$ cat src/core/csf_params.svh
/*
 * register offsets, field positions, reset values, fault codes and timing figures of the
 * charger safety and fault logic. assumes a 250 mhz system clock; definitions only.
 */
`ifndef CSF_PARAMS_SVH
`define CSF_PARAMS_SVH

// ************************************************************
// register offsets
// ************************************************************
`define CSF_R0_ADDR        8'h00
`define CSF_R1_ADDR        8'h01
`define CSF_R2_ADDR        8'h02
`define CSF_R4_ADDR        8'h04
`define CSF_R5_ADDR        8'h05
`define CSF_R6_ADDR        8'h06

// ************************************************************
// field positions
// ************************************************************
`define CSF_R1_ILIM_MSB    7
`define CSF_R1_ILIM_LSB    6
`define CSF_R1_TERM_EN_BIT 3
`define CSF_R2_VREG_MSB    7
`define CSF_R2_VREG_LSB    2
`define CSF_R4_ICHG_MSB    6
`define CSF_R4_ICHG_LSB    4
`define CSF_R5_HOLD_BIT    4
`define CSF_R6_ICEIL_MSB   6
`define CSF_R6_ICEIL_LSB   4
`define CSF_R6_VCEIL_MSB   3
`define CSF_R6_VCEIL_LSB   0

// ************************************************************
// reset values and encodings
// ************************************************************
`define CSF_R1_RST         8'h30
`define CSF_R2_RST         8'h0a
`define CSF_R4_RST         8'h09
`define CSF_R5_RST         3'h4
`define CSF_R6_RST         7'h40
`define CSF_VMAX_BASE      6'h23
`define CSF_FOLDBACK_CODE  3'h0

`define CSF_F_NONE         3'h0
`define CSF_F_OVP          3'h1
`define CSF_F_SLEEP        3'h2
`define CSF_F_POOR_SRC     3'h3
`define CSF_F_BAT_OVP      3'h4
`define CSF_F_THERMAL      3'h5
`define CSF_F_NO_BAT       3'h7

`define CSF_STAT_READY     2'h0
`define CSF_STAT_CHARGING  2'h1
`define CSF_STAT_DONE      2'h2
`define CSF_STAT_FAULT     2'h3

// ************************************************************
// timing
// ************************************************************
`define CSF_CLK_MHZ        250
`define CSF_T_RETRY_MS     2000
`define CSF_T_PWM_IDLE_MS  30
`define CSF_T_DETECT_MS    10
`define CSF_T_RAMP_US      64
`define CSF_T_STAT_US      128

`endif

$ cat src/core/csf_pkg.sv
/*
 * types shared by the charger safety and fault logic.
 * assumes nothing of its surroundings.
 */
package csf_pkg;

	typedef enum logic [3:0] {
		CSF_VALIDATE,
		CSF_CHARGE,
		CSF_SLEEP,
		CSF_HOT,
		CSF_OVP,
		CSF_UV_WAIT,
		CSF_BAT_OVP,
		CSF_DETECT,
		CSF_RETRY,
		CSF_DONE
	} csf_state_t;

	typedef logic [2:0] csf_fault_t;
	typedef logic [1:0] csf_stat_t;

endpackage : csf_pkg

$ cat src/core/csf_stat_pulse.sv
/*
 * single pulse generator for the status output.
 * assumes trig is synchronous to sys_clk and the pulse length is at least eight cycles.
 */
`timescale 1ns/1ps

module csf_stat_pulse #(
	parameter int unsigned PULSE_CYC = 32000
) (
	input  wire logic sys_clk,
	input  wire logic rst,
	input  wire logic ce,
	input  wire logic trig,
	output logic      pulse_q
);

	logic [31:0] cnt_q;
	wire         last_w = (cnt_q >= PULSE_CYC - 32'h1);

	// ************************************************************
	// pulse timer
	// ************************************************************
	// a trigger inside a running pulse is absorbed so faults never glitch the pin
	always_ff @(posedge sys_clk) begin
		if (rst) begin
			pulse_q <= 1'b0;
			cnt_q   <= 32'h0;
		end else if (ce) begin
			if (!pulse_q && trig) begin
				pulse_q <= 1'b1;
				cnt_q   <= 32'h0;
			end else if (pulse_q) begin
				pulse_q <= !last_w;
				cnt_q   <= cnt_q + 32'h1;
			end
		end
	end

	property p_pulse_starts;
		@(posedge sys_clk) disable iff (rst)
		(ce && trig && !pulse_q) |=> pulse_q;
	endproperty
	a_pulse_starts: assert property (p_pulse_starts) else $error("status pulse did not start");

	property p_pulse_holds;
		@(posedge sys_clk) disable iff (rst)
		$rose(pulse_q) |-> pulse_q [*8];
	endproperty
	a_pulse_holds: assert property (p_pulse_holds) else $error("status pulse too short");

endmodule : csf_stat_pulse

$ cat src/core/csf_charger_safety_fault.sv
/*
 * charger safety register, code clamping, hold-loop status and charge fault handling.
 * assumes analog comparator results arrive as flags synchronous to sys_clk and that a
 * serial front end turns host traffic into the write and read strobes below.
 */
`timescale 1ns/1ps
`include "csf_params.svh"

// Operation
// - hold-loop status bit in register 5 bit 4 shows the hold loop limits current.
// - register 5 bits 2:0 pick the supply hold threshold, eight equal steps.
// - charge current ramps up, stops at limits, or holds while the hold loop acts.
// - safety register loads default below short threshold; writable before other writes.
// - any other register write locks safety register until battery drops below short.
// - regulation voltage code above the ceiling is stored as the ceiling.
// - charge current code above the current ceiling is stored as the ceiling.
// - voltage ceiling code n allows regulation code 100011 plus n.
// - current ceiling uses charge current encoding, compared code to code.
// - foldback cuts current to 550 mA; shutdown suspends, fault 101, status pulse.
// - thermal suspend clears timers, keeps ramp level and state, resumes at programmed current.
// - supply under battery plus margin but above minimum enters sleep, blocks reverse.
// - supply under minimum while charging ends charge, pulse, status 11, fault 011.
// - after undervoltage, recovered supply past retry interval restarts charging.
// - overvoltage opens input switch, suspends, fault 001, status 11, pulse.
// - overvoltage clears on falling flag, charging waits for supply revalidation.
// - no pwm pulse for 30 ms without termination gives fault 100, status 11, pulse.
// - with termination on, termination ends charge, status 10, detect sink applied.
// - battery still above recharge level after detect means present, fault 000.
// - battery below recharge level resets registers 1, 2, 4 and 5, fault 111, retries with defaults.
// - battery below short threshold is fed by linear source until above it.
// - fault code sits in register 0 bits 2:0.
// - status bits read 00 ready, 10 done after termination.
module csf_charger_safety_fault #(
	parameter int unsigned RETRY_CYC      = `CSF_T_RETRY_MS * `CSF_CLK_MHZ * 1000,
	parameter int unsigned PWM_IDLE_CYC   = `CSF_T_PWM_IDLE_MS * `CSF_CLK_MHZ * 1000,
	parameter int unsigned DETECT_CYC     = `CSF_T_DETECT_MS * `CSF_CLK_MHZ * 1000,
	parameter int unsigned RAMP_STEP_CYC  = `CSF_T_RAMP_US * `CSF_CLK_MHZ,
	parameter int unsigned STAT_PULSE_CYC = `CSF_T_STAT_US * `CSF_CLK_MHZ
) (
	input  wire logic       sys_clk,
	input  wire logic       rst,
	input  wire logic       ce,
	input  wire logic       reg_wr,
	input  wire logic       reg_rd,
	input  wire logic [7:0] reg_addr,
	input  wire logic [7:0] reg_wdata,
	output logic      [7:0] reg_rdata_q,
	input  wire logic       vbus_validated,
	input  wire logic       vbus_ovp_flag,
	input  wire logic       vbus_uv_flag,
	input  wire logic       vbus_sleep_flag,
	input  wire logic       thermal_foldback_flag,
	input  wire logic       thermal_shutdown_flag,
	input  wire logic       vbat_above_short_flag,
	input  wire logic       vbat_near_reg_flag,
	input  wire logic       vbat_above_rch_flag,
	input  wire logic       term_current_flag,
	input  wire logic       hold_loop_active_flag,
	input  wire logic       pwm_pulse,
	output logic            pwm_charge_en,
	output logic            linear_source_en,
	output logic            input_switch_on,
	output logic            reverse_block_en,
	output logic            detect_sink_en,
	output logic      [2:0] charge_current_cmd_q,
	output logic      [5:0] regulation_voltage_cmd,
	output logic      [1:0] input_current_limit_code,
	output logic      [2:0] supply_hold_threshold,
	output logic            stat_pulse_q
);

	// ************************************************************
	// decode helpers
	// ************************************************************
	function automatic logic [5:0] csf_vmax(input logic [3:0] vceil);
		csf_vmax = `CSF_VMAX_BASE + {2'h0, vceil};
	endfunction : csf_vmax

	function automatic logic [5:0] csf_min6(input logic [5:0] a, input logic [5:0] b);
		csf_min6 = (a > b) ? b : a;
	endfunction : csf_min6

	csf_pkg::csf_state_t state_q;
	csf_pkg::csf_state_t state_d;
	csf_pkg::csf_fault_t fault_q;
	csf_pkg::csf_fault_t fault_d;
	csf_pkg::csf_stat_t  stat_q;
	csf_pkg::csf_stat_t  stat_d;
	logic [7:0]          r1_q;
	logic [5:0]          vreg_code_q;
	logic [1:0]          r2_low_q;
	logic [2:0]          ichg_q;
	logic [2:0]          r5_q;
	logic                hold_q;
	logic [6:0]          safe_q;
	logic                lock_q;
	logic [31:0]         tmr_q;
	logic [31:0]         ramp_cnt_q;
	logic [2:0]          ramp_q;
	logic                tmr_run;
	logic                fault_evt;
	logic                load_defaults;

	wire       wr_r1    = reg_wr && (reg_addr == `CSF_R1_ADDR);
	wire       wr_r2    = reg_wr && (reg_addr == `CSF_R2_ADDR);
	wire       wr_r4    = reg_wr && (reg_addr == `CSF_R4_ADDR);
	wire       wr_r5    = reg_wr && (reg_addr == `CSF_R5_ADDR);
	wire       wr_r6    = reg_wr && (reg_addr == `CSF_R6_ADDR);
	wire       wr_other = reg_wr && (reg_addr != `CSF_R6_ADDR);
	wire [3:0] vceil_w  = safe_q[`CSF_R6_VCEIL_MSB:`CSF_R6_VCEIL_LSB];
	wire [2:0] iceil_w  = safe_q[`CSF_R6_ICEIL_MSB:`CSF_R6_ICEIL_LSB];
	wire [5:0] vmax_w   = csf_vmax(vceil_w);
	wire [5:0] vreg_in  = reg_wdata[`CSF_R2_VREG_MSB:`CSF_R2_VREG_LSB];
	wire [2:0] ichg_in  = reg_wdata[`CSF_R4_ICHG_MSB:`CSF_R4_ICHG_LSB];
	wire       term_en_w    = r1_q[`CSF_R1_TERM_EN_BIT];
	wire       charging = (state_q == csf_pkg::CSF_CHARGE);
	wire       tmr_retry_w  = (tmr_q >= RETRY_CYC - 32'h1);
	wire       tmr_idle_w   = (tmr_q >= PWM_IDLE_CYC - 32'h1);
	wire       tmr_detect_w = (tmr_q >= DETECT_CYC - 32'h1);
	wire       ramp_tick_w  = (ramp_cnt_q >= RAMP_STEP_CYC - 32'h1);
	wire [2:0] ichg_lim_w   = (ichg_q > iceil_w) ? iceil_w : ichg_q;
	wire [2:0] ichg_tgt_w   = thermal_foldback_flag ? `CSF_FOLDBACK_CODE : ichg_lim_w;
	wire [2:0] ramp_next_w  = ramp_q + 3'h1;

	// ************************************************************
	// charge sequencer
	// ************************************************************
	// all flags but foldback, hold-loop and battery-short are sampled here on sys_clk; comparators are trusted to be synchronous
	always_comb begin
		state_d       = state_q;
		fault_d       = fault_q;
		stat_d        = stat_q;
		tmr_run       = 1'b0;
		fault_evt     = 1'b0;
		load_defaults = 1'b0;
		unique case (state_q)
			csf_pkg::CSF_VALIDATE: begin
				if (vbus_validated) begin
					state_d = csf_pkg::CSF_CHARGE;
					stat_d  = `CSF_STAT_CHARGING;
				end
			end
			csf_pkg::CSF_CHARGE: begin
				tmr_run = !term_en_w;
				if (vbus_ovp_flag) begin
					state_d   = csf_pkg::CSF_OVP;
					fault_d   = `CSF_F_OVP;
					stat_d    = `CSF_STAT_FAULT;
					fault_evt = 1'b1;
				end else if (thermal_shutdown_flag) begin
					state_d   = csf_pkg::CSF_HOT;
					fault_d   = `CSF_F_THERMAL;
					fault_evt = 1'b1;
				end else if (vbus_uv_flag) begin
					state_d   = csf_pkg::CSF_UV_WAIT;
					fault_d   = `CSF_F_POOR_SRC;
					stat_d    = `CSF_STAT_FAULT;
					fault_evt = 1'b1;
				end else if (vbus_sleep_flag) begin
					state_d = csf_pkg::CSF_SLEEP;
					fault_d = `CSF_F_SLEEP;
				end else if (!term_en_w && tmr_idle_w) begin
					state_d   = csf_pkg::CSF_BAT_OVP;
					fault_d   = `CSF_F_BAT_OVP;
					stat_d    = `CSF_STAT_FAULT;
					fault_evt = 1'b1;
				end else if (term_en_w && vbat_near_reg_flag && term_current_flag) begin
					state_d = csf_pkg::CSF_DETECT;
					stat_d  = `CSF_STAT_DONE;
				end
			end
			csf_pkg::CSF_SLEEP: begin
				if (vbus_uv_flag) begin
					state_d = csf_pkg::CSF_UV_WAIT;
				end else if (!vbus_sleep_flag) begin
					state_d = csf_pkg::CSF_CHARGE;
					fault_d = `CSF_F_NONE;
				end
			end
			// nothing runs here, so tmr_q and ramp_q keep their values; ramp_cnt_q is held at zero
			csf_pkg::CSF_HOT: begin
				if (!thermal_shutdown_flag) begin
					state_d = csf_pkg::CSF_CHARGE;
				end
			end
			csf_pkg::CSF_OVP: begin
				if (!vbus_ovp_flag) begin
					state_d = csf_pkg::CSF_VALIDATE;
					fault_d = `CSF_F_NONE;
					stat_d  = `CSF_STAT_READY;
				end
			end
			csf_pkg::CSF_UV_WAIT: begin
				tmr_run = !tmr_retry_w;
				if (tmr_retry_w && !vbus_uv_flag) begin
					state_d = csf_pkg::CSF_VALIDATE;
					stat_d  = `CSF_STAT_READY;
				end
			end
			csf_pkg::CSF_BAT_OVP: begin
				if (pwm_pulse) begin
					state_d = csf_pkg::CSF_CHARGE;
					fault_d = `CSF_F_NONE;
					stat_d  = `CSF_STAT_CHARGING;
				end
			end
			csf_pkg::CSF_DETECT: begin
				tmr_run = 1'b1;
				if (tmr_detect_w && vbat_above_rch_flag) begin
					state_d = csf_pkg::CSF_DONE;
					fault_d = `CSF_F_NONE;
				end else if (tmr_detect_w) begin
					state_d       = csf_pkg::CSF_RETRY;
					fault_d       = `CSF_F_NO_BAT;
					load_defaults = 1'b1;
				end
			end
			csf_pkg::CSF_RETRY: begin
				tmr_run = 1'b1;
				if (tmr_retry_w) begin
					state_d = csf_pkg::CSF_VALIDATE;
					stat_d  = `CSF_STAT_READY;
				end
			end
			csf_pkg::CSF_DONE: begin
				if (!vbat_above_rch_flag) begin
					state_d = csf_pkg::CSF_VALIDATE;
					stat_d  = `CSF_STAT_READY;
				end
			end
		endcase
	end

	always_ff @(posedge sys_clk) begin
		if (rst) begin
			state_q <= csf_pkg::CSF_VALIDATE;
			fault_q <= `CSF_F_NONE;
			stat_q  <= `CSF_STAT_READY;
			tmr_q   <= 32'h0;
		end else if (ce) begin
			state_q <= state_d;
			fault_q <= fault_d;
			stat_q  <= stat_d;
			if ((state_d != state_q) || (charging && pwm_pulse)) begin
				tmr_q <= 32'h0;
			end else if (tmr_run) begin
				tmr_q <= tmr_q + 32'h1;
			end
		end
	end

	// ************************************************************
	// host registers
	// ************************************************************
	always_ff @(posedge sys_clk) begin
		if (rst) begin
			r1_q        <= `CSF_R1_RST;
			vreg_code_q <= 6'(`CSF_R2_RST >> 2);
			r2_low_q    <= 2'h2;
			ichg_q      <= 3'h0;
			r5_q        <= `CSF_R5_RST;
		end else if (ce) begin
			if (load_defaults) begin
				r1_q        <= `CSF_R1_RST;
				vreg_code_q <= 6'(`CSF_R2_RST >> 2);
				r2_low_q    <= 2'h2;
				ichg_q      <= 3'h0;
				r5_q        <= `CSF_R5_RST;
			end else begin
				if (wr_r1) begin
					r1_q <= reg_wdata;
				end
				if (wr_r2) begin
					vreg_code_q <= csf_min6(vreg_in, vmax_w);
					r2_low_q    <= reg_wdata[1:0];
				end
				if (wr_r4) begin
					ichg_q <= (ichg_in > iceil_w) ? iceil_w : ichg_in;
				end
				if (wr_r5) begin
					r5_q <= reg_wdata[2:0];
				end
			end
		end
	end

	// the lock is released only by reset or by the battery falling below the short level
	always_ff @(posedge sys_clk) begin
		if (rst) begin
			safe_q <= `CSF_R6_RST;
			lock_q <= 1'b0;
		end else if (ce) begin
			if (!vbat_above_short_flag) begin
				safe_q <= `CSF_R6_RST;
				lock_q <= 1'b0;
			end else begin
				if (wr_r6 && !lock_q) begin
					safe_q <= reg_wdata[6:0];
				end
				if (wr_other) begin
					lock_q <= 1'b1;
				end
			end
		end
	end

	always_ff @(posedge sys_clk) begin
		if (rst) begin
			reg_rdata_q <= 8'h00;
			hold_q      <= 1'b0;
		end else if (ce) begin
			hold_q <= hold_loop_active_flag && charging;
			if (reg_rd) begin
				unique case (reg_addr)
					`CSF_R0_ADDR: reg_rdata_q <= {2'h0, stat_q, 1'b0, fault_q};
					`CSF_R1_ADDR: reg_rdata_q <= r1_q;
					`CSF_R2_ADDR: reg_rdata_q <= {vreg_code_q, r2_low_q};
					`CSF_R4_ADDR: reg_rdata_q <= {1'b0, ichg_q, 4'h0};
					`CSF_R5_ADDR: reg_rdata_q <= {3'h0, hold_q, 1'b0, r5_q};
					`CSF_R6_ADDR: reg_rdata_q <= {1'b0, safe_q};
					default:      reg_rdata_q <= 8'h00;
				endcase
			end
		end
	end

	// ************************************************************
	// soft current ramp
	// ************************************************************
	// the ramp restarts from the lowest code on every new charge entry except a return from CSF_HOT
	always_ff @(posedge sys_clk) begin
		if (rst) begin
			ramp_q               <= 3'h0;
			ramp_cnt_q           <= 32'h0;
			charge_current_cmd_q <= 3'h0;
		end else if (ce) begin
			charge_current_cmd_q <= (ramp_q > ichg_tgt_w) ? ichg_tgt_w : ramp_q;
			if (!charging) begin
				if (state_q != csf_pkg::CSF_HOT) begin
					ramp_q <= 3'h0;
				end
				ramp_cnt_q <= 32'h0;
			end else if (hold_loop_active_flag || ramp_q >= ichg_tgt_w) begin
				ramp_cnt_q <= 32'h0;
			end else if (ramp_tick_w) begin
				ramp_q     <= ramp_next_w;
				ramp_cnt_q <= 32'h0;
			end else begin
				ramp_cnt_q <= ramp_cnt_q + 32'h1;
			end
		end
	end

	// ************************************************************
	// power path controls
	// ************************************************************
	assign pwm_charge_en            = charging && vbat_above_short_flag;
	assign linear_source_en         = charging && !vbat_above_short_flag;
	assign input_switch_on          = (state_q != csf_pkg::CSF_OVP);
	assign reverse_block_en         = (state_q == csf_pkg::CSF_SLEEP);
	assign detect_sink_en           = (state_q == csf_pkg::CSF_DETECT);
	assign regulation_voltage_cmd   = csf_min6(vreg_code_q, vmax_w);
	assign input_current_limit_code = r1_q[`CSF_R1_ILIM_MSB:`CSF_R1_ILIM_LSB];
	assign supply_hold_threshold    = r5_q;

	csf_stat_pulse #(
		.PULSE_CYC (STAT_PULSE_CYC)
	) u_stat_pulse (
		.sys_clk (sys_clk),
		.rst     (rst),
		.ce      (ce),
		.trig    (fault_evt),
		.pulse_q (stat_pulse_q)
	);

	// ************************************************************
	// checks
	// ************************************************************
	property p_vclamp;
		@(posedge sys_clk) disable iff (rst)
		(ce && wr_r2 && !load_defaults && vreg_in > vmax_w) |=> (vreg_code_q == $past(vmax_w));
	endproperty
	a_vclamp: assert property (p_vclamp) else $error("voltage code not clamped");

	property p_iclamp;
		@(posedge sys_clk) disable iff (rst)
		(ce && wr_r4 && !load_defaults && ichg_in > iceil_w) |=> (ichg_q == $past(iceil_w));
	endproperty
	a_iclamp: assert property (p_iclamp) else $error("current code not clamped");

	property p_lock;
		@(posedge sys_clk) disable iff (rst)
		(ce && lock_q && vbat_above_short_flag) |=> (safe_q == $past(safe_q));
	endproperty
	a_lock: assert property (p_lock) else $error("locked safety value changed");

	property p_safe_default;
		@(posedge sys_clk) disable iff (rst)
		(ce && !vbat_above_short_flag) |=> (safe_q == `CSF_R6_RST) && !lock_q;
	endproperty
	a_safe_default: assert property (p_safe_default) else $error("safety default not loaded");

	property p_ovp;
		@(posedge sys_clk) disable iff (rst)
		(ce && charging && vbus_ovp_flag) |=> (fault_q == `CSF_F_OVP) && (stat_q == `CSF_STAT_FAULT)
			&& !input_switch_on ##1 stat_pulse_q;
	endproperty
	a_ovp: assert property (p_ovp) else $error("overvoltage reaction wrong");

	property p_uv;
		@(posedge sys_clk) disable iff (rst)
		(ce && charging && !vbus_ovp_flag && !thermal_shutdown_flag && vbus_uv_flag)
			|=> (fault_q == `CSF_F_POOR_SRC) && !pwm_charge_en && !linear_source_en;
	endproperty
	a_uv: assert property (p_uv) else $error("undervoltage reaction wrong");

	property p_foldback;
		@(posedge sys_clk) disable iff (rst)
		(ce && thermal_foldback_flag) |=> (charge_current_cmd_q == `CSF_FOLDBACK_CODE);
	endproperty
	a_foldback: assert property (p_foldback) else $error("foldback current not applied");

	property p_hot_freeze;
		@(posedge sys_clk) disable iff (rst)
		(ce && state_q == csf_pkg::CSF_HOT && $past(state_q) == csf_pkg::CSF_HOT) |-> $stable(tmr_q);
	endproperty
	a_hot_freeze: assert property (p_hot_freeze) else $error("timer ran in thermal suspend");

endmodule : csf_charger_safety_fault

$ cat config.mk
export PLATFORM = sky130hd
export DESIGN_NAME = csf_charger_safety_fault
export DESIGN_NICKNAME = d
export VERILOG_FILES = /design/src/core/csf_pkg.sv /design/src/core/csf_stat_pulse.sv /design/src/core/csf_charger_safety_fault.sv
export VERILOG_INCLUDE_DIRS = /design/src /design/src/core
export SDC_FILE = /design/constraint.sdc
export NUM_CORES = 1
export LEC_CHECK = 0
export BUFFER_PORTS_ARGS = -buffer_cell sky130_fd_sc_hd__buf_4
export CAP_MARGIN = 20
export CORE_MARGIN = 2
export CORE_UTILIZATION = 54
export CTS_BUF_LIST = sky130_fd_sc_hd__clkbuf_4 sky130_fd_sc_hd__clkbuf_8
export DETAILED_ROUTE_END_ITERATION = 12
export GPL_TIMING_DRIVEN = 1
export PLACE_DENSITY = 0.72
export SYNTH_ARGS = -nofsm -noshare
export SYNTH_HDL_FRONTEND = slang
export SYNTH_HIERARCHICAL = 1
export SYNTH_SLANG_ARGS = --single-unit
$ cat constraint.sdc
create_clock -name sys_clk -period 4.6 [get_ports sys_clk]
set_input_delay 0.23 -clock sys_clk [delete_from_list [all_inputs] [get_ports sys_clk]]
set_output_delay 0.23 -clock sys_clk [all_outputs]
set_load 0.03 [all_outputs]
==> results of run 1 <==
synthesized netlist by cell type (all sizes together) (7+ instances only):
| cell | count |
|---|---|
| a211oi | 9 |
| a21o | 8 |
| a21oi | 76 |
| a22oi | 37 |
| a31oi | 17 |
| and2 | 33 |
| and3 | 21 |
| and4 | 8 |
| buf | 28 |
| clkbuf | 51 |
| dfxtp | 151 |
| ha | 24 |
| inv | 36 |
| mux2 | 11 |
| mux2i | 22 |
| nand2 | 86 |
| nand2b | 16 |
| nand3 | 41 |
| nand4 | 23 |
| nor2 | 125 |
| nor2b | 10 |
| nor3 | 26 |
| nor3b | 11 |
| nor4 | 18 |
| o211ai | 7 |
| o21a | 10 |
| o21ai | 44 |
| o31ai | 29 |
| or2 | 8 |
| or3 | 12 |
| or4 | 16 |
| xnor2 | 7 |
logic make-up (layout without fill, tap and decap cells):
group           count (synthesis)  in the layout
simple gates                  474            474
fa+ha+maj                      24             24
compound gates                293            293
mux                            33             33
buf+inv                       115            131
xor+xnor                       11             11
flops                         151            151
worst max-delay path, stage by stage (launching register included):
cell	delay [ps]
dfxtp_1	430
inv_1	90
ha_1	300
a21o_1	100
a21oi_1	50
a31oi_1	330
mux2i_1	140
nor2_1	140
inv_1	60
ha_1	310
o21ai_0	80
a21boi_0	280
nor4_1	70
o311ai_0	830
nor2_1	110
a21oi_1	160
nor2_1	50
cells in the final DEF (no fill, tap or decap), types with 22 or more instances in the layout:
cell and instances:
dfxtp_1 151, nor2_1 124, nand2_1 85, a21oi_1 76, buf_4 64, o21ai_0 39, nand3_1 39, inv_1 36
a22oi_1 33, and2_1 32, nor3_1 24, ha_1 24, nand4_1 22
worst paths after layout:
path                 endpoint  depth (start not counted)          from  slack, ps
hold reg to reg     stat_q[0]                          2     stat_q[0]        460
setup reg to reg    ramp_q[1]                         16     safe_q[5]        920
setup / recovery    ramp_q[1]                         16     safe_q[5]        920
hold / removal    r2_low_q[0]                          3  reg_wdata[0]         40
flip-flops by register name (all words and copies together), names as in the netlist, 2 cells and up:
name and count:
stat_q 2, ramp_q 3, tmr_q 32, supply_hold_threshold 3
u_stat_pulse/cnt_q 32, ichg_q 3, r2_low_q 2, r1_q 8
reg_rdata_q 8, safe_q 7, vreg_code_q 6, fault_q 3
ramp_cnt_q 32, state_q 4, charge_current_cmd_q 3
through the flow:
stage | util | setup WS (ps) | total power (W)
global placement | 0.568 | 1090 | 0.00167
detailed placement | 0.568 | 998 | 0.00167
CTS | 0.593 | 975 | 0.00271
finish | 0.593 | 922 | 0.00269
global route | 0.593 | 568 | 0.00280
floorplan | - | 1470 | 0.00158
where the power goes:
group          switching [W]  internal, W  leakage, nW
Sequential         0.0000196      0.00132         1.22
Clock               0.000512     0.000538        0.195
Combinational       0.000200     0.000107         1.96
Total               0.000732      0.00196         3.37
routing by layer:
layer / track usage / wire length [um] / vias up
li1: - / - / 4061
met1: 0.372 / 10500 / 3813
met2: 0.368 / 9590 / 317
met3: 0.0395 / 1450 / 44
met4: 0.0968 / 510 / 0
met5: 0 / 0 / -
final cells by class:
class | instances | area, um^2 | area share
Multi-Input combinational cell | 835 | 5400 | 0.556
Timing Repair Buffer | 64 | 480 | 0.0494
Inverter | 36 | 135 | 0.0139
Tap cell | 220 | 275 | 0.0283
Sequential cell | 151 | 3020 | 0.311
Clock inverter | 9 | 116 | 0.0120
Clock buffer | 22 | 290 | 0.0299
==> results_tabular.tex, run 1 <==
\begin{tabular}{lr}
\hline
Metric & Value \\
\hline
\multicolumn{2}{l}{\textbf{Die}} \\
I/O pin total & 61 \\
Starting density of the core & 0.545 \\
Core area & 16,400 um\^{}2 \\
Cell row count & 47 \\
Die outline height & 133 um \\
Area enclosed by the die boundary & 17,600 um\^{}2 \\
Chip Width & 133 um \\
\multicolumn{2}{l}{\textbf{STA}} \\
Clock period minus final worst setup slack & 3680 ps \\
Slew Viols, Final & 0 \\
Worst-case headroom to the max-slew limit & 0.290 \\
Worst clock skew & 12.6 ps \\
Summed negative setup slack over all endpoints & 0 ps \\
Final number of setup-violating endpoints & 0 \\
Final cycle utilization of the critical path & 0.799 \\
Final hold vios & 0 \\
Max frequency & 272 MHz \\
Setup repair after global routing missed its margin & no \\
Final Hold Slack & 44.6 ps \\
Worst-margin pin slew & 1060 ps \\
\multicolumn{2}{l}{\textbf{Status}} \\
Result of the run & finished, final reports clean \\
\multicolumn{2}{l}{\textbf{Yosys}} \\
Synthesized netlist cell count & 1,101 \\
Most used flip-flop cell after synthesis & dfxtp\_1 \\
Count of state elements after synthesis & 151 \\
Proportion of synthesized flip-flops having asynchronous set or reset & 0 \\
Yosys warnings & 6 \\
Share of cell area taken by muxes after synthesis & 0.0389 \\
Xor and xnor fraction of the mapped netlist area & 0.0108 \\
Dominant combinational cell family by area after synthesis & simple AND/OR/NAND/NOR gates \\
Library cell with the largest summed area after synthesis & dfxtp\_1 \\
Number of distinct library cells after synthesis & 91 \\
Syn Std Cell Area & 8950 um\^{}2 \\
EDFF count, synth & 0 \\
Fraction of post-synthesis cell area in the top cell type by area & 0.338 \\
Fraction of the mapped netlist area in adder cells & 0.0336 \\
Proportion of synthesized chip area in sequential cells & 0.338 \\
Syn\_area\_per\_cell & 8.13 um\^{}2 \\
Post-synthesis net count & 1,158 \\
Leading cell types by total area after synthesis & dfxtp\_1, nor2\_1, a21oi\_1 \\
Simple-gate share of the synthesized area & 0.286 \\
Share of the synthesized area in compound gates (AO/OA/AOI/OAI) & 0.235 \\
\multicolumn{2}{l}{\textbf{Global routing}} \\
Vias in the first global route & 7,337 \\
Antenna violations before repair & 0 \\
Total global routing overflow & 0 \\
Largest net degree at the start of global routing & 83 \\
Overall global routing resource usage & 0.252 \\
Global-route wire length before repair & 36.8 mm \\
\multicolumn{2}{l}{\textbf{Detailed routing}} \\
Routed len/inst & 16.5 um \\
Total number of vias & 8,235 \\
Pre-Repair DR Iteration Count & 5 \\
Total wire length & 22.1 mm \\
Drt first-iter violations & 721 \\
Number of design rule violations left after detail routing & 0 \\
Via/cell ratio & 6.16 \\
Antenna Violating Nets Remaining & 0 \\
\multicolumn{2}{l}{\textbf{Critical path}} \\
Maximum fanout count along the critical path & 6 \\
Critical Path RT & 4920 ps \\
Crit Path Class & reg2reg \\
Endpoint arrival time on the critical path & 4000 ps \\
Critical path startpoint category & flop \\
Kind of capture point of the worst setup path & flop \\
\multicolumn{2}{l}{\textbf{Clocking}} \\
Depth of the CTS H-tree & 4 \\
Clock insertion delay at the later pin of the skew report & 460 ps \\
CTS Root Buffer Type & clkbuf\_8 \\
Clock transition at the register clock pins on the worst setup and hold paths after CTS & 90 ps \\
Clock sink count & 151 \\
Total CTS buffers & 17 \\
Number of hold buffers added after CTS & 0 \\
Number of instances resized during post-cts repair & 0 \\
Clk buf depth & 2 \\
CTS tree & done \\
Setup Fix Bufs, Post-CTS & 0 \\
\multicolumn{2}{l}{\textbf{Power and ir drop}} \\
Leakage component of the power & 3.37 nW \\
Power per Cell Area & 277 nW/um\^{}2 \\
Worst vdd rail ir drop & 0.151 mV \\
\multicolumn{2}{l}{\textbf{Final layout}} \\
Number of nets at the end of the flow & 1,162 \\
Count of inserted antenna diode cells & 0 \\
Area delta synth->final & 8.68\% \\
Fillers & 1,488 \\
Final non-filler cell area & 9720 um\^{}2 \\
Layout cell share with drive strength beyond 1 & 0.141 \\
Count of placed standard cells in the final layout, fillers left out & 1,337 \\
\multicolumn{2}{l}{\textbf{Placed design}} \\
\# placed instances & 1,306 \\
Cell area reported after detailed placement & 9320 um\^{}2 \\
Final weighted congestion in routability-driven placement & 0.931 \\
Number of input and output port buffers inserted & 60 \\
Post-DP HPWL & 15.4 mm \\
\multicolumn{2}{l}{\textbf{Run}} \\
Max-capacitance violation count & 0 \\
\multicolumn{2}{l}{\textbf{Min path}} \\
Kind of path behind the tightest hold check & in2reg \\
\hline
\end{tabular}
No activity file was read; power rests on OpenSTA's default activity.
==> run 2, diff against run 1 <==
- ABC_AREA: default -> 1
- PLACE_DENSITY: 0.72 -> 0.75
- clock period: 4.6 -> 3.36 ns (I/O delays scaled with it)
==> run 2 against run 1 <==
Net effect: global-route usage increased by 0.90 points; total power rose by 69%; critical path type is now reg2out; wire length increased by 6.9%; critical endpoint is now regulation_voltage_cmd[0]; synthesized cell count rose by 34%; die area grew 4.4%; first-iteration DRC count down 11%; largest power group unchanged; count of clock-buffer cells in the layout unchanged.
==> results_tabular.tex, run 2 <==
\begin{tabular}{lr}
\hline
Metric & Value \\
\hline
\multicolumn{2}{l}{\textbf{Detailed routing}} \\
Drt first-iter violations & 643 \\
Uppermost routed layer & met4 \\
Met2 routed wirelength & 10.9 mm \\
Total length of routed met3 wires & 1.35 mm \\
Routed len/inst & 13.4 um \\
Via/cell ratio & 5.35 \\
Antenna Violating Nets Remaining & 0 \\
WL met1 & 11.0 mm \\
Pre-Repair DR Iteration Count & 6 \\
Total wire length & 23.6 mm \\
Number of design rule violations left after detail routing & 0 \\
Total number of vias & 9,441 \\
\multicolumn{2}{l}{\textbf{Clocking}} \\
CTS Root Buffer Type & clkbuf\_8 \\
Depth of the CTS H-tree & 4 \\
Clk buf depth & 2 \\
Total CTS buffers & 17 \\
Clock insertion delay at the later pin of the skew report & 450 ps \\
CTS tree & done \\
Clock sink count & 151 \\
Clock transition at the register clock pins on the worst setup and hold paths after CTS & 80 ps \\
\multicolumn{2}{l}{\textbf{STA}} \\
Final hold vios & 0 \\
Clock period minus final worst setup slack & 3110 ps \\
Max frequency & 322 MHz \\
Worst-margin pin slew & 786 ps \\
Setup repair after global routing missed its margin & no \\
Final Hold Slack & 41.2 ps \\
Final cycle utilization of the critical path & 0.925 \\
Summed negative setup slack over all endpoints & 0 ps \\
Worst-case headroom to the max-slew limit & 0.476 \\
Worst clock skew & 13.9 ps \\
Slew Viols, Final & 0 \\
Final number of setup-violating endpoints & 0 \\
\multicolumn{2}{l}{\textbf{Die}} \\
Chip Width & 136 um \\
Starting density of the core & 0.546 \\
Die outline height & 136 um \\
Core area & 17,100 um\^{}2 \\
Area enclosed by the die boundary & 18,400 um\^{}2 \\
I/O pin total & 61 \\
Cell row count & 48 \\
\multicolumn{2}{l}{\textbf{Yosys}} \\
Xor and xnor fraction of the mapped netlist area & 0.0253 \\
Yosys warnings & 6 \\
Count of state elements after synthesis & 151 \\
Proportion of synthesized chip area in sequential cells & 0.323 \\
Dominant combinational cell family by area after synthesis & simple AND/OR/NAND/NOR gates \\
Share of the synthesized area in compound gates (AO/OA/AOI/OAI) & 0.132 \\
Leading cell types by total area after synthesis & dfxtp\_1, nand2\_1, nor2\_1 \\
Fraction of the mapped netlist area in adder cells & 0.0321 \\
Number of distinct library cells after synthesis & 52 \\
Most used flip-flop cell after synthesis & dfxtp\_1 \\
Leading cell type by number of instances after synthesis & nand2\_1 \\
Most frequent cells after synthesis & nand2\_1, nor2\_1, inv\_1 \\
Syn\_area\_per\_cell & 6.35 um\^{}2 \\
Syn Std Cell Area & 9350 um\^{}2 \\
Synthesized netlist cell count & 1,472 \\
Fraction of post-synthesis cell area in the top cell type by area & 0.323 \\
Post-synthesis net count & 1,529 \\
Simple-gate share of the synthesized area & 0.387 \\
EDFF count, synth & 0 \\
Share of cell area taken by muxes after synthesis & 0 \\
Library cell with the largest summed area after synthesis & dfxtp\_1 \\
Proportion of synthesized flip-flops having asynchronous set or reset & 0 \\
\multicolumn{2}{l}{\textbf{Min path}} \\
Kind of path behind the tightest hold check & in2reg \\
\multicolumn{2}{l}{\textbf{Placed design}} \\
Post-DP HPWL & 17.3 mm \\
Final weighted congestion in routability-driven placement & 0.919 \\
Cell area reported after detailed placement & 9910 um\^{}2 \\
Number of input and output port buffers inserted & 60 \\
\multicolumn{2}{l}{\textbf{Final layout}} \\
Final non-filler cell area & 10,500 um\^{}2 \\
Layout cell share with drive strength beyond 1 & 0.111 \\
Most common library cell in the layout ignoring fill and taps & nand2\_1 \\
Area delta synth->final & 12.4\% \\
Count of inserted antenna diode cells & 0 \\
Number of nets at the end of the flow & 1,585 \\
Largest regs & ramp\_cnt\_q (32), tmr\_q (32), u\_stat\_pulse/cnt\_q (32) \\
Most frequent cells in the layout & nand2\_1, nor2\_1, inv\_1 \\
Final Util & 0.614 \\
\multicolumn{2}{l}{\textbf{Global routing}} \\
Vias in the first global route & 8,298 \\
Antenna violations before repair & 0 \\
Largest net degree at the start of global routing & 77 \\
Overall global routing resource usage & 0.261 \\
Global-route wire length before repair & 39.0 mm \\
Total global routing overflow & 0 \\
\multicolumn{2}{l}{\textbf{Critical path}} \\
Critical Path RT & 3190 ps \\
Kind of capture point of the worst setup path & output port \\
Sequence of cells on the critical path & inv\_1, ha\_1, xor2\_2, ha\_1, nand2\_1, nor2\_1, a211o\_1, a21oi\_1, nor2\_1, o221ai\_2, buf\_4, nand2\_1, o21ai\_0, buf\_4 \\
Maximum single-stage delay on the critical path & 380 ps \\
Endpoint arrival time on the critical path & 2940 ps \\
Slowest library cell on the worst path & dfxtp\_1 \\
Maximum fanout count along the critical path & 6 \\
Crit Path Class & reg2out \\
Critical path startpoint category & flop \\
\multicolumn{2}{l}{\textbf{Power and ir drop}} \\
Power per Cell Area & 433 nW/um\^{}2 \\
Total power & 0.00455 W \\
Worst vdd rail ir drop & 0.261 mV \\
Leakage component of the power & 4.47 nW \\
\multicolumn{2}{l}{\textbf{Run}} \\
Max-capacitance violation count & 0 \\
\multicolumn{2}{l}{\textbf{Status}} \\
Result of the run & finished, final reports clean \\
\hline
\end{tabular}
==> run 2: layer usage <==
metal | track usage | vias to the layer above
met5 | 0 | -
met4 | 0.0822 | 0
met3 | 0.0501 | 36
met2 | 0.423 | 275
met1 | 0.351 | 4253
li1 | - | 4877
==> run 2: cells by family (layout without fill, tap and decap cells) <==
family                     Yosys count  count (layout)
and+or+nand+nor                    817             817
buffers and inverters              227             296
AOI/OAI and AO/OA                  226             226
DFF                                151             151
xor gates and xnor gates            27              27
adders and majority gates           24              24
==> run 2: power by group <==
group | internal [W] | leakage [nW] | total, W | switching (W)
registers | 0.00187 | 1.22 | 0.00198 | 0.000115
logic | 0.000348 | 3.04 | 0.00104 | 0.000694
clock network | 0.000814 | 0.213 | 0.00153 | 0.000713
total | 0.00303 | 4.47 | 0.00455 | 0.00152
==> run 2: final cells by class <==
class | count | area (um^2)
timing repair inverter | 1 | 5.00
timing repair buffer | 85 | 683
fill | 1674 | 6610
inverter | 178 | 672
tap | 225 | 282
clock inverter | 10 | 144
sequential | 151 | 3020
multi-input combinational | 1094 | 5410
clock buffer | 22 | 290
==> run 2: repair_timing <==
item | in CTS | in global routing
gates cloned | 0 | 1
hold buffers | 8 | 0
resized for setup | 1 | 3
setup endpoints to repair | 3 | 18
setup buffers | 0 | 4
pin swaps | 0 | 2
endpoints found under the hold margin | 13 | 0
==> run 2: through the flow <==
step | worst slack [ps] | cells
2_1_floorplan | 690 | 1472
3_3_place_gp | 325 | 1720
3_5_place_dp | 325 | 1720
4_1_cts | 38.0 | 1760
5_1_grt | 20.4 | 1766
6_report | 251 | 1766
==> run 2: worst max-delay path, delay by kind of cell (launching register included) <==
kind / cells / cell delay [ps]
AO/OA/AOI/OAI: 4 / 630
buffers and inverters: 3 / 510
AND/OR/NAND/NOR: 4 / 230
adder cells (fa/ha/maj): 2 / 550
flip-flops: 1 / 380
XOR/XNOR: 1 / 210
==> run 2: path summary, 6_finish.rpt <==
| path | from | endpoint | slack, ps | cells past startpoint |
|---|---|---|---|---|
| min reg2reg | ramp_cnt_q[24] | ramp_cnt_q[24] | 440 | 2 |
| max reg2reg | tmr_q[0] | u_stat_pulse/cnt_q[6] | 400 | 17 |
| max | safe_q[0] | regulation_voltage_cmd[0] | 250 | 14 |
| min | vbat_above_short_flag | safe_q[4] | 40 | 3 |
